### config.mk
export PLATFORM = sky130hd
export DESIGN_NAME = adc_output_port
export DESIGN_NICKNAME = d
export VERILOG_FILES = /design/src/rtl/result_fifo.v /design/src/rtl/adc_output_port.v
export VERILOG_INCLUDE_DIRS = /design/src /design/src/shared
export SDC_FILE = /design/constraint.sdc
export NUM_CORES = 1
export LEC_CHECK = 0
export BUFFER_PORTS_ARGS = -buffer_cell sky130_fd_sc_hd__buf_2
export CORE_MARGIN = 4
export CORE_UTILIZATION = 55
export DETAILED_ROUTE_END_ITERATION = 10
export GPL_ROUTABILITY_DRIVEN = 0
export MAX_ROUTING_LAYER = met4
export PLACE_DENSITY = 0.74
export SYNTH_ARGS = -nofsm -noshare
export SYNTH_HDL_FRONTEND = slang
export SYNTH_SLANG_ARGS = --single-unit
### constraint.sdc
create_clock -name ref_clk -period 4 [get_ports ref_clk]
set_input_delay 0.4 -clock ref_clk [delete_from_list [all_inputs] [get_ports ref_clk]]
set_output_delay 0.4 -clock ref_clk [all_outputs]
set_load 0.01 [all_outputs]
### src/shared/adc_port_consts.vh
`ifndef ADC_PORT_CONSTS_VH
`define ADC_PORT_CONSTS_VH
// result width and serial burst length
`define RESULT_BITS         16
`define BURST_PULSES        5'h10
// internal data clock: half period in ref_clk cycles
`define INT_CLK_HALF        8'h04
// conversion time in ns, and cycles derived at 10 ns per cycle
`define CONV_TIME_NS        4000
`define CLK_PERIOD_NS       10
`define CONV_CYCLES         (`CONV_TIME_NS / `CLK_PERIOD_NS)
// least convert low pulse in ns, rounded up to cycles
`define CONV_LOW_NS         40
`define CONV_LOW_CYCLES     ((`CONV_LOW_NS + `CLK_PERIOD_NS - 1) / `CLK_PERIOD_NS)
// straight binary flips the msb of the two's complement code
`define FMT_MSB             15
`endif

### src/rtl/result_fifo.v
// small synchronous fifo holding raw conversion results
module result_fifo #(
   parameter WIDTH = 16,
   parameter DEPTH = 16,
   parameter AW    = 4
) (
   input  wire             ref_clk,
   input  wire             rst,
   input  wire             in_valid,
   output wire             in_ready,
   input  wire [WIDTH-1:0] in_data,
   output wire             out_valid,
   input  wire             out_ready,
   output wire [WIDTH-1:0] out_data
);
   reg [WIDTH-1:0] mem [0:DEPTH-1];
   reg [AW-1:0]    wr_ptr;
   reg [AW-1:0]    rd_ptr;
   reg [AW:0]      count;
   wire            do_wr;
   wire            do_rd;

   assign in_ready  = (count != DEPTH[AW:0]);
   assign out_valid = (count != {(AW+1){1'b0}});
   assign out_data  = mem[rd_ptr];
   assign do_wr     = in_valid & in_ready;
   assign do_rd     = out_valid & out_ready;

   // pointers and occupancy; storage has no reset as it is gated by count
   always @(posedge ref_clk or posedge rst) begin
      if (rst) begin
         wr_ptr <= {AW{1'b0}};
         rd_ptr <= {AW{1'b0}};
         count  <= {(AW+1){1'b0}};
      end else begin
         if (do_wr)
            wr_ptr <= wr_ptr + 1'b1;
         if (do_rd)
            rd_ptr <= rd_ptr + 1'b1;
         if (do_wr && !do_rd)
            count <= count + 1'b1;
         else if (do_rd && !do_wr)
            count <= count - 1'b1;
      end
   end

   always @(posedge ref_clk) begin
      if (do_wr)
         mem[wr_ptr] <= in_data;
   end
endmodule

### src/rtl/adc_output_port.v
// Summary of operation
// internal clock mode: 16 data clock pulses per conversion, then clock low
// data clock driven when source select low, taken from host when high
// serial data coded per the output-format select level when the result landed
// external mode: after 16 bits, chain input passes while selected and reading
// internal mode: each bit stable across the rising edge of generated clock, changing on the falling edge
// internal mode: idle serial line holds chain input captured at conversion start
// external mode: chain input flows through shifter, delayed by clocking
// parallel byte: msbs when half-select low, lsbs when high
// chip select low plus read/convert falling starts a conversion
// selects ORed as active-low levels; either falling edge may start
// internal mode: start of conversion N sends result N-1 serially
// busy low from start until conversion done and outputs updated
// power-down refuses conversions and keeps the shift register
// host holds read/convert low 40 ns to 5 us
// selected byte valid at busy rise; host may toggle half-select
// convert commands while busy low are ignored
// host spaces convert commands at least 5 us apart
// internal serial mode: busy waits for conversion and all serial bits
// serial result shifted out msb first
// host may latch result on busy rising edge
// format select high gives straight binary, low two's complement
// external mode: shifting follows host-supplied data clock
// result register stable from busy rise to next completion, except shifting
`include "adc_port_consts.vh"
module adc_output_port #(
   parameter CONV_CYCLES = `CONV_CYCLES,
   parameter FIFO_DEPTH  = 16
) (
   input  wire        ref_clk,
   input  wire        rst,
   input  wire        chip_select_n,
   input  wire        read_convert,
   input  wire        half_select,
   input  wire        output_format_select,
   input  wire        clock_source_select,
   input  wire        power_down_in,
   input  wire        chain_in,
   input  wire        serial_shift_clock_in,
   output reg         serial_shift_clock_out,
   output wire        serial_shift_clock_oe,
   output reg         serial_result_out,
   output reg  [7:0]  parallel_data,
   output wire        parallel_oe,
   output wire        busy_n,
   input  wire        sample_valid,
   output wire        sample_ready,
   input  wire [15:0] sample_data
);
   localparam ST_IDLE = 2'h0;
   localparam ST_CONV = 2'h1;
   localparam ST_WAIT = 2'h2;

   // two-stage synchronisers for every pin input
   reg [1:0] cs_s;
   reg [1:0] rc_s;
   reg [1:0] hs_s;
   reg [1:0] fmt_s;
   reg [1:0] src_s;
   reg [1:0] pd_s;
   reg [1:0] tag_s;
   reg [1:0] sck_s;
   reg       conv_lvl_d;
   reg       sck_d;

   // chip select resets deasserted so no false command edge follows reset
   always @(posedge ref_clk or posedge rst) begin
      if (rst)
         cs_s <= 2'h3;
      else
         cs_s <= {cs_s[0], chip_select_n};
   end

   // read/convert resets high, its idle read level
   always @(posedge ref_clk or posedge rst) begin
      if (rst)
         rc_s <= 2'h3;
      else
         rc_s <= {rc_s[0], read_convert};
   end

   // byte select for the parallel port
   always @(posedge ref_clk or posedge rst) begin
      if (rst)
         hs_s <= 2'h0;
      else
         hs_s <= {hs_s[0], half_select};
   end

   // output code format, applied when a result lands
   always @(posedge ref_clk or posedge rst) begin
      if (rst)
         fmt_s <= 2'h0;
      else
         fmt_s <= {fmt_s[0], output_format_select};
   end

   // data clock source; the pin driver follows the synced copy
   always @(posedge ref_clk or posedge rst) begin
      if (rst)
         src_s <= 2'h0;
      else
         src_s <= {src_s[0], clock_source_select};
   end

   // power-down request
   always @(posedge ref_clk or posedge rst) begin
      if (rst)
         pd_s <= 2'h0;
      else
         pd_s <= {pd_s[0], power_down_in};
   end

   // daisy-chain input level
   always @(posedge ref_clk or posedge rst) begin
      if (rst)
         tag_s <= 2'h0;
      else
         tag_s <= {tag_s[0], chain_in};
   end

   // host data clock; resets low, its idle level, to avoid a false rise
   always @(posedge ref_clk or posedge rst) begin
      if (rst)
         sck_s <= 2'h0;
      else
         sck_s <= {sck_s[0], serial_shift_clock_in};
   end

   wire cs_n   = cs_s[1];
   wire rc     = rc_s[1];
   wire ext    = src_s[1];
   wire pd     = pd_s[1];
   wire tag    = tag_s[1];
   wire sck    = sck_s[1];
   // active-low selects ORed into one convert level
   wire conv_lvl   = ~(cs_n | rc);
   wire conv_fall  = conv_lvl & ~conv_lvl_d;

   // edge history of the combined command and the host clock
   always @(posedge ref_clk or posedge rst) begin
      if (rst) begin
         conv_lvl_d <= 1'b0;
         sck_d      <= 1'b0;
      end else begin
         conv_lvl_d <= conv_lvl;
         sck_d      <= sck;
      end
   end
   wire sck_rise = sck & ~sck_d;

   // conversion engine and busy
   reg [1:0]  state;
   reg [15:0] conv_cnt;
   reg [15:0] result;
   reg        int_active;
   wire       fifo_valid;
   wire [15:0] fifo_data;
   wire       start_conv = conv_fall & (state == ST_IDLE) & ~pd;
   wire       conv_done  = (state == ST_CONV) && (conv_cnt == CONV_CYCLES[15:0] - 16'h0001);
   assign busy_n = (state == ST_IDLE);

   // raw sample popped at completion; an empty source yields the old value
   wire [15:0] raw_next = fifo_valid ? fifo_data : result;
   // straight binary flips the msb of the two's complement code
   wire [15:0] coded = fmt_s[1] ? (raw_next ^ (16'h0001 << `FMT_MSB)) : raw_next;

   // output shift register and bit counter
   reg [15:0] shreg;
   reg [4:0]  bits_out;
   reg        idle_tag;
   reg [7:0]  div_cnt;
   reg [4:0]  pulses;

   always @(posedge ref_clk or posedge rst) begin
      if (rst) begin
         state    <= ST_IDLE;
         conv_cnt <= 16'h0000;
         result   <= 16'h0000;
      end else begin
         case (state)
            ST_IDLE: begin
               conv_cnt <= 16'h0000;
               if (start_conv)
                  state <= ST_CONV;
            end
            ST_CONV: begin
               conv_cnt <= conv_cnt + 16'h0001;
               if (conv_done) begin
                  result <= coded;
                  state  <= ST_WAIT;
               end
            end
            ST_WAIT: begin
               // serial burst must also be finished before busy rises
               if (!int_active)
                  state <= ST_IDLE;
            end
            default: state <= ST_IDLE;
         endcase
      end
   end

   assign sample_ready = conv_done; // pop one sample per conversion

   result_fifo #(
      .WIDTH (16),
      .DEPTH (FIFO_DEPTH),
      .AW    (4)
   ) u_fifo (
      .ref_clk   (ref_clk),
      .rst       (rst),
      .in_valid  (sample_valid),
      .in_ready  (),
      .in_data   (sample_data),
      .out_valid (fifo_valid),
      .out_ready (conv_done),
      .out_data  (fifo_data)
   );

   // internal clock divider: one enable per half period of the data clock
   wire half_tick = int_active && (div_cnt == `INT_CLK_HALF - 8'h01);
   assign serial_shift_clock_oe = ~ext;

   always @(posedge ref_clk or posedge rst) begin
      if (rst) begin
         int_active             <= 1'b0;
         div_cnt                <= 8'h00;
         pulses                 <= 5'h00;
         serial_shift_clock_out <= 1'b0;
         shreg                  <= 16'h0000;
         bits_out               <= 5'h00;
         idle_tag               <= 1'b0;
         serial_result_out      <= 1'b0;
      end else begin
         if (start_conv) begin
            // same edge launches the previous result serially
            idle_tag <= tag;
            shreg    <= result;
            bits_out <= 5'h00;
            if (!ext) begin
               int_active             <= 1'b1;
               div_cnt                <= 8'h00;
               pulses                 <= 5'h00;
               serial_shift_clock_out <= 1'b0;
               serial_result_out      <= result[15];
            end
         end else if (conv_done && ext) begin
            // external mode reloads with the fresh result when it lands
            shreg    <= coded;
            bits_out <= 5'h00;
         end else if (int_active) begin
            div_cnt <= half_tick ? 8'h00 : div_cnt + 8'h01;
            if (half_tick) begin
               serial_shift_clock_out <= ~serial_shift_clock_out;
               // bits change only on the falling edge, stable across the high phase
               if (serial_shift_clock_out) begin
                  pulses <= pulses + 5'h01;
                  shreg  <= {shreg[14:0], 1'b0};
                  if (pulses == `BURST_PULSES - 5'h01) begin
                     int_active        <= 1'b0;
                     serial_result_out <= idle_tag;
                  end else begin
                     serial_result_out <= shreg[14];
                  end
               end
            end
         end else if (ext) begin
            // host clock moves the shifter, chain data trailing the result
            if (sck_rise && !cs_n && rc) begin
               shreg <= {shreg[14:0], tag};
               if (bits_out != `BURST_PULSES)
                  bits_out <= bits_out + 5'h01;
            end
            if (bits_out == `BURST_PULSES && !cs_n && rc)
               serial_result_out <= tag;
            else
               serial_result_out <= shreg[15];
         end
      end
   end

   // parallel byte from the settled result, not the shifting copy
   assign parallel_oe = ~cs_n & rc;
   always @(posedge ref_clk or posedge rst) begin
      if (rst)
         parallel_data <= 8'h00;
      else
         parallel_data <= hs_s[1] ? result[7:0] : result[15:8];
   end
endmodule

### Word level (Yosys, flattened, before mapping)

Memory sizes are Yosys's and may differ from the RTL's.
Cells that the tools add are included.

| word-level totals | value |
|---|---|
| bits in registers | 111 |
| RAM bits | 256 |
| input port bits | 27 |
| output and inout bits | 14 |
| logic and storage cells | 159 |
| memories | 1 |

Memory list:

| name | depth | width | rd ports | clocked after Yosys merged registers in | wr ports | RTL line | RTL |
|---|---|---|---|---|---|---|---|
| u_fifo.mem | 16 | 16 | 1 | 0 | 1 | result_fifo.v:16 | `reg [WIDTH-1:0] mem [0:DEPTH-1];` |

| operators by class | value |
|---|---|
| add/subtract/negate cells | 8 |
| equality and inequality tests | 18 |
| multiplexer cells | 57 |
| bitwise logic cells | 16 |
| reductions and logical operators | 34 |

Operator list:

| kind | number |
|---|---|
| 16-bit two-way mux | 9 |
| 5-bit two-way mux | 14 |
| 8-bit two-way mux | 6 |
| 16-bit case mux with 2 select lines | 1 |
| 1-bit two-way mux | 23 |
| 16-bit by 1-bit adder with 16-bit output (second input constant) | 1 |
| 16-bit by 9-bit == test with 1-bit output (second input constant) | 1 |
| 5-bit by 1-bit adder with 5-bit output (second input constant) | 3 |
| 4-bit AND reduction | 3 |
| 3-bit nonzero test | 4 |
| 5-bit inequality test (second input constant) | 2 |
| 5-bit AND reduction | 2 |
| 2-bit nonzero test | 5 |
| 1-bit logical AND | 9 |
| 4-bit by 1-bit adder with 4-bit output (second input constant) | 2 |
| 8-bit by 1-bit adder with 8-bit output (second input constant) | 1 |
| 8-bit by 2-bit == test with 1-bit output (second input constant) | 1 |
| 2-bit inequality test (second input constant) | 4 |
| 1-bit NOT | 8 |
| 4-bit nonzero test | 2 |
| 1-bit bitwise AND | 7 |
| 2-bit two-way mux | 3 |
| 3-bit by 1-bit inequality test with 1-bit output (second input constant) | 2 |
| 2-bit case mux with 3 select lines | 1 |
| 15 further kinds | 19 |

### Depth between registers and ports, before layout

| depth | value |
|---|---|
| word-level depth | 9 |
| depth in mapped cells | 14 |
| gate-level depth less buffers | 13 |

### By module

A second synthesis with hierarchy kept.

| second synthesis, totals | value |
|---|---|
| cell total of the unflattened synthesis | 982 |
| area, all modules | 15656.3 sq um |

By module, submodules not included:

| module | times used | cells each | area each (sq um) |
|---|---|---|---|
| result_fifo | 1 | 549 | 10869.2 |
| adc_output_port | 1 | 433 | 4787.1 |

### Least setup slack after synthesis

Ideal clock, no wire load.

| timing | value |
|---|---|
| path kind | register to register |
| from | reg u_fifo.count[0] |
| to | mem u_fifo.mem[3][0] (enable) |
| library setup time | 0.409 ns |
| arrival | 2.316 ns |
| path slack | 1.275 ns |
| cell stages (with the launch flop) | 5 |
| buffers on the path | 0 |
| cells stage by stage | dfrtp_1 nor4_1 a21boi_1 nand2_1 nor3_1 |

| between the ends | value |
|---|---|
| longest elaborated chain between the ends | 4 |

RTL lines:

| element | RTL line | RTL |
|---|---|---|
| from (decl) | result_fifo.v:19 | `reg [AW:0] count;` |
| from (signal assigned) | result_fifo.v:34 | `count <= {(AW+1){1'b0}};` |
| from (signal assigned) | result_fifo.v:41 | `count <= count + 1'b1;` |
| from (signal assigned) | result_fifo.v:43 | `count <= count - 1'b1;` |
| 5-bit inequality test | result_fifo.v:23 | `assign in_ready = (count != DEPTH[AW:0]);` |
| 1-bit bitwise AND | result_fifo.v:26 | `assign do_wr = in_valid & in_ready;` |
| net u_fifo.do_wr | result_fifo.v:20 | `wire do_wr;` |
| 1-bit two-way mux | result_fifo.v:48 | `if (do_wr)` |
| 1-bit two-way mux (not written as such) | result_fifo.v:49 | `mem[wr_ptr] <= in_data;` |
| to (decl) | result_fifo.v:16 |  |

The timed path passes the listed nets, and every way through them passes these cells.

### Worst setup path in the final report

| timing | value |
|---|---|
| from | reg u_fifo.count[0] |
| to | reg u_fifo.count[4] |

| between the ends | value |
|---|---|
| longest elaborated chain between the ends | 5 |
| elaborated cells on any way between the ends | 13 |
| classes of those cells | add/sub: 2; eq/ne: 1; mux: 2; bitwise: 2; reduce/logical: 6 |

RTL lines:

| element |
|---|
| branches (longest 5 deep; another with 5-bit by 1-bit subtractor with 5-bit output) |

Several ways; the timed one is not identified. The select of a mux whose other input is x is not followed.
A chain may end at the register's enable or synchronous reset.

==> impl_metrics.ini <==
[run_status]
result_of_the_run = complete, no violations

[routing]
detail_route.iter0.violations = 754
num_vias = 8406
first_pass_iters = 5
postRouteAntennaNets = 0
avgRoutedWirePerCell_um = 23.2
wl_um = 32000
post_route_drc_violation_count = 0
vias_per_cell = 6.11

[sta]
finalMaxSlewViolations = 0
maximum_clock_frequency_mhz = 335
worst_clock_skew_ps = 23.8
final.period_utilization = 0.746
rsz0062_at_grt = false
layout_setup_ws_ps = 1020
worstMarginPinSlew_ps = 1050
fin_worst_hold_slack_ps = 42.2
hold_violations = 0
final.setup.tns_ps = 0
slew-limit-headroom = 0.303
finalSetupViolCount = 0
period_needed_ps = 2980

[placed_design]
place_hpwl_um = 19100
dp_slack_ps = 1030
count_of_input_and_output_buffers = 40
placement.cell_area_um2 = 15800

[yosys]
synth-seq-cells = 367
synth_cell_types = 67
synth-edff-count = 256
synthesis.area_um2 = 15100
ys.flop_type = sky130_fd_sc_hd__edfxtp_1
postSynthNetCount = 974
synth.yosys.warnings = 0
sequential_area_share_after_synthesis = 0.694
syn-instance-count = 931
synth-async-reset-ratio = 0.302
synth_area_per_cell_um2 = 16.2

[floorplanning]
initial_core_util = 0.560
die-height_um = 174
fp-row-count = 60
fp.dieW_um = 174
floorplan.die_area_um2 = 30200
io-pin-count = 41
core_area_um2 = 27000

[critical_path]
path_class = reg2reg
arrival_ps = 3390
cp.required_ps = 4400
endpoint_kind = register
worst-path-max-fanout = 11
worstSetupStartpointType = register

[run]
drv_cap = 0

[pwr]
clockPowerShare = 0.403
switching_share = 0.230
internal_power_w = 0.00677
power.net_switching_w = 0.00202
irDropWorstVdd_mv = 0.415
finalPower_w = 0.00880
leakage_nw = 6.32
seqPwrFrac = 0.515
combinationalPowerShare = 0.082
power.density_cell_area_nw_per_um2 = 513

[clock_tree]
path_clk_slew_ps = 60
tritoncts = built
clock_sink_count = 367
insertion_delay_ps = 540
cts-buffers-inserted = 38
post_cts_resized = 0
clk_path_buf_depth = 3
cts.hold.buffers_added = 8
post-cts-setup-buffers = 0
htree_num_levels = 2
root_buffer = sky130_fd_sc_hd__clkbuf_16

[layout]
most_common_cell_after_layout_fill_and_taps_aside = sky130_fd_sc_hd__edfxtp_1
layout.nets = 1050
stdcell_area_um2 = 17200
layout-area-overhead-vs-synth_pct = 13.7
seqCellArea_um2 = 10500
multi_input_comb_area_um2 = 4330
commonest_cells_after_routing_fill_and_taps_aside = 256 x sky130_fd_sc_hd__edfxtp_1, 105 x sky130_fd_sc_hd__dfrtp_1, 78 x sky130_fd_sc_hd__nand2_1
final.fill_count = 1890
drive_gt1_frac = 0.237

[global_routing]
grt_use_total = 0.222
gr_overflow_total = 0
pin_count_of_the_biggest_net_entering_global_routing = 66
global_route_wire_length_before_repair_um = 50400
number_of_antenna_violations_at_the_first_check_in_global_routing = 1
grt_pass1_vias = 8597

[min_path]
min_path_type = in2async
stage by stage:
stage / std cells / util
after floorplan: 931 / -
after global placement: 1300 / 0.587
after detailed placement: 1300 / 0.587
after CTS: 1375 / 0.637
after global routing: 1376 / 0.637
final: 1376 / 0.637
Yosys cell counts (4+ instances only):
master / instances / share of area
sky130_fd_sc_hd__edfxtp_1: 256 / 0.51
sky130_fd_sc_hd__dfrtp_1: 107 / 0.18
sky130_fd_sc_hd__nand2_1: 78 / 0.019
sky130_fd_sc_hd__mux4_2: 64 / 0.095
sky130_fd_sc_hd__nor2_1: 46 / 0.011
sky130_fd_sc_hd__clkbuf_1: 26 / 0.0065
sky130_fd_sc_hd__a21oi_1: 24 / 0.0080
sky130_fd_sc_hd__mux2_2: 23 / 0.017
sky130_fd_sc_hd__inv_1: 21 / 0.0052
sky130_fd_sc_hd__o21ai_0: 19 / 0.0063
sky130_fd_sc_hd__xnor2_1: 17 / 0.0099
sky130_fd_sc_hd__a22oi_1: 16 / 0.0080
sky130_fd_sc_hd__and3_1: 15 / 0.0062
sky130_fd_sc_hd__ha_1: 15 / 0.012
sky130_fd_sc_hd__buf_2: 14 / 0.0046
sky130_fd_sc_hd__nand3_1: 13 / 0.0043
sky130_fd_sc_hd__nor2b_1: 12 / 0.0050
sky130_fd_sc_hd__o32a_1: 12 / 0.0080
sky130_fd_sc_hd__mux2i_1: 11 / 0.0073
sky130_fd_sc_hd__nand4_1: 10 / 0.0041
sky130_fd_sc_hd__nor3_1: 10 / 0.0033
sky130_fd_sc_hd__a22o_1: 8 / 0.0046
sky130_fd_sc_hd__or3_1: 8 / 0.0033
sky130_fd_sc_hd__a221oi_1: 7 / 0.0041
sky130_fd_sc_hd__and2b_1: 7 / 0.0035
sky130_fd_sc_hd__nor4_1: 7 / 0.0029
sky130_fd_sc_hd__xor2_1: 5 / 0.0029
sky130_fd_sc_hd__a21o_1: 4 / 0.0020
sky130_fd_sc_hd__a31oi_1: 4 / 0.0017
sky130_fd_sc_hd__and2_1: 4 / 0.0017
sky130_fd_sc_hd__buf_6: 4 / 0.0030
sky130_fd_sc_hd__dfstp_2: 4 / 0.0070
sky130_fd_sc_hd__nand2b_1: 4 / 0.0017
sky130_fd_sc_hd__o211ai_1: 4 / 0.0020
sky130_fd_sc_hd__o22ai_1: 4 / 0.0017
path summary, 6_finish.rpt:
path | start | to | slack [ps] | cells after the start
hold / removal | rst | conv_cnt[11] | 40 | 2
setup / recovery | u_fifo.count[0] | u_fifo.count[4] | 1020 | 11
hold reg to reg | hs_s[0] | hs_s[1] | 340 | 0
min in group ref_clk | sample_data[13] | u_fifo.mem[1][13] | 240 | 1
setup reg to reg | u_fifo.count[0] | u_fifo.count[4] | 1020 | 11
max in group asynchronous | rst | conv_cnt[1] | 3080 | 3
registers in the layout, indices dropped and copies added, names as in the netlist, 2 cells and up:
name and cells:
div_cnt 8, src_s 2, conv_cnt 16, u_fifo.wr_ptr 4
hs_s 2, state 2, u_fifo.count 5, bits_out 5
pulses 5, cs_s 2, parallel_data 8, result 16
tag_s 2, u_fifo.mem 256, u_fifo.rd_ptr 4, sck_s 2
pd_s 2, rc_s 2, shreg 16, fmt_s 2
area by class of cell:
| type | instances | share of cell area |
|---|---|---|
| Sequential cell | 367 | 0.610 |
| Multi-Input combinational cell | 493 | 0.252 |
| Clock inverter | 21 | 0.0147 |
| Antenna cell | 1 | 0.000146 |
| Inverter | 21 | 0.00474 |
| Clock buffer | 46 | 0.0583 |
| Timing Repair Buffer | 86 | 0.0344 |
| Tap cell | 341 | 0.0249 |
logic make-up (layout without fill, tap and decap cells):
group                    Yosys count  count (layout)  share of synthesized area
AO/OA/AOI/OAI                    122             122                     0.0574
XOR/XNOR                          22              22                     0.0128
adder cells (fa/ha/maj)           16              16                     0.0138
buffers and inverters             71             174                     0.0221
flip-flops                       367             367                      0.694
multiplexers                      98              98                      0.120
other                              0               1                          0
AND/OR/NAND/NOR                  235             235                     0.0803
power groups by stage:
stage / Clock (W) / Sequential [W] / Combinational (W)
floorplan: 0 / 0.00454 / 0.000452
global placement: 0 / 0.00459 / 0.000693
detailed placement: 0 / 0.00460 / 0.000715
CTS: 0.00360 / 0.00453 / 0.000727
global route: 0.00376 / 0.00456 / 0.000789
finish: 0.00354 / 0.00453 / 0.000721
critical path, cell delays in order, from the launching register on:
cell and delay, ps:
sky130_fd_sc_hd__dfrtp_1 430, sky130_fd_sc_hd__nor4_1 550, sky130_fd_sc_hd__nand2_1 370, sky130_fd_sc_hd__nand2_1 150
sky130_fd_sc_hd__ha_1 190, sky130_fd_sc_hd__inv_1 110, sky130_fd_sc_hd__fa_1 410, sky130_fd_sc_hd__a21o_1 170
sky130_fd_sc_hd__a21oi_1 170, sky130_fd_sc_hd__xnor2_1 130, sky130_fd_sc_hd__nor2_1 60, sky130_fd_sc_hd__xnor2_1 120
metal layers:
| metal | part of all wire | wire length, µm | GRT usage | vias up |
|---|---|---|---|---|
| met5 | 0 | 0 | - | - |
| met2 | 0.52 | 16500 | 0.376 | 298 |
| li1 | - | - | - | 3756 |
| met3 | 0.064 | 2040 | 0.0369 | 47 |
| met4 | 0.019 | 610 | 0.0528 | 0 |
| met1 | 0.40 | 12800 | 0.286 | 4305 |
Note: power is estimated with default switching activity, not from simulation.
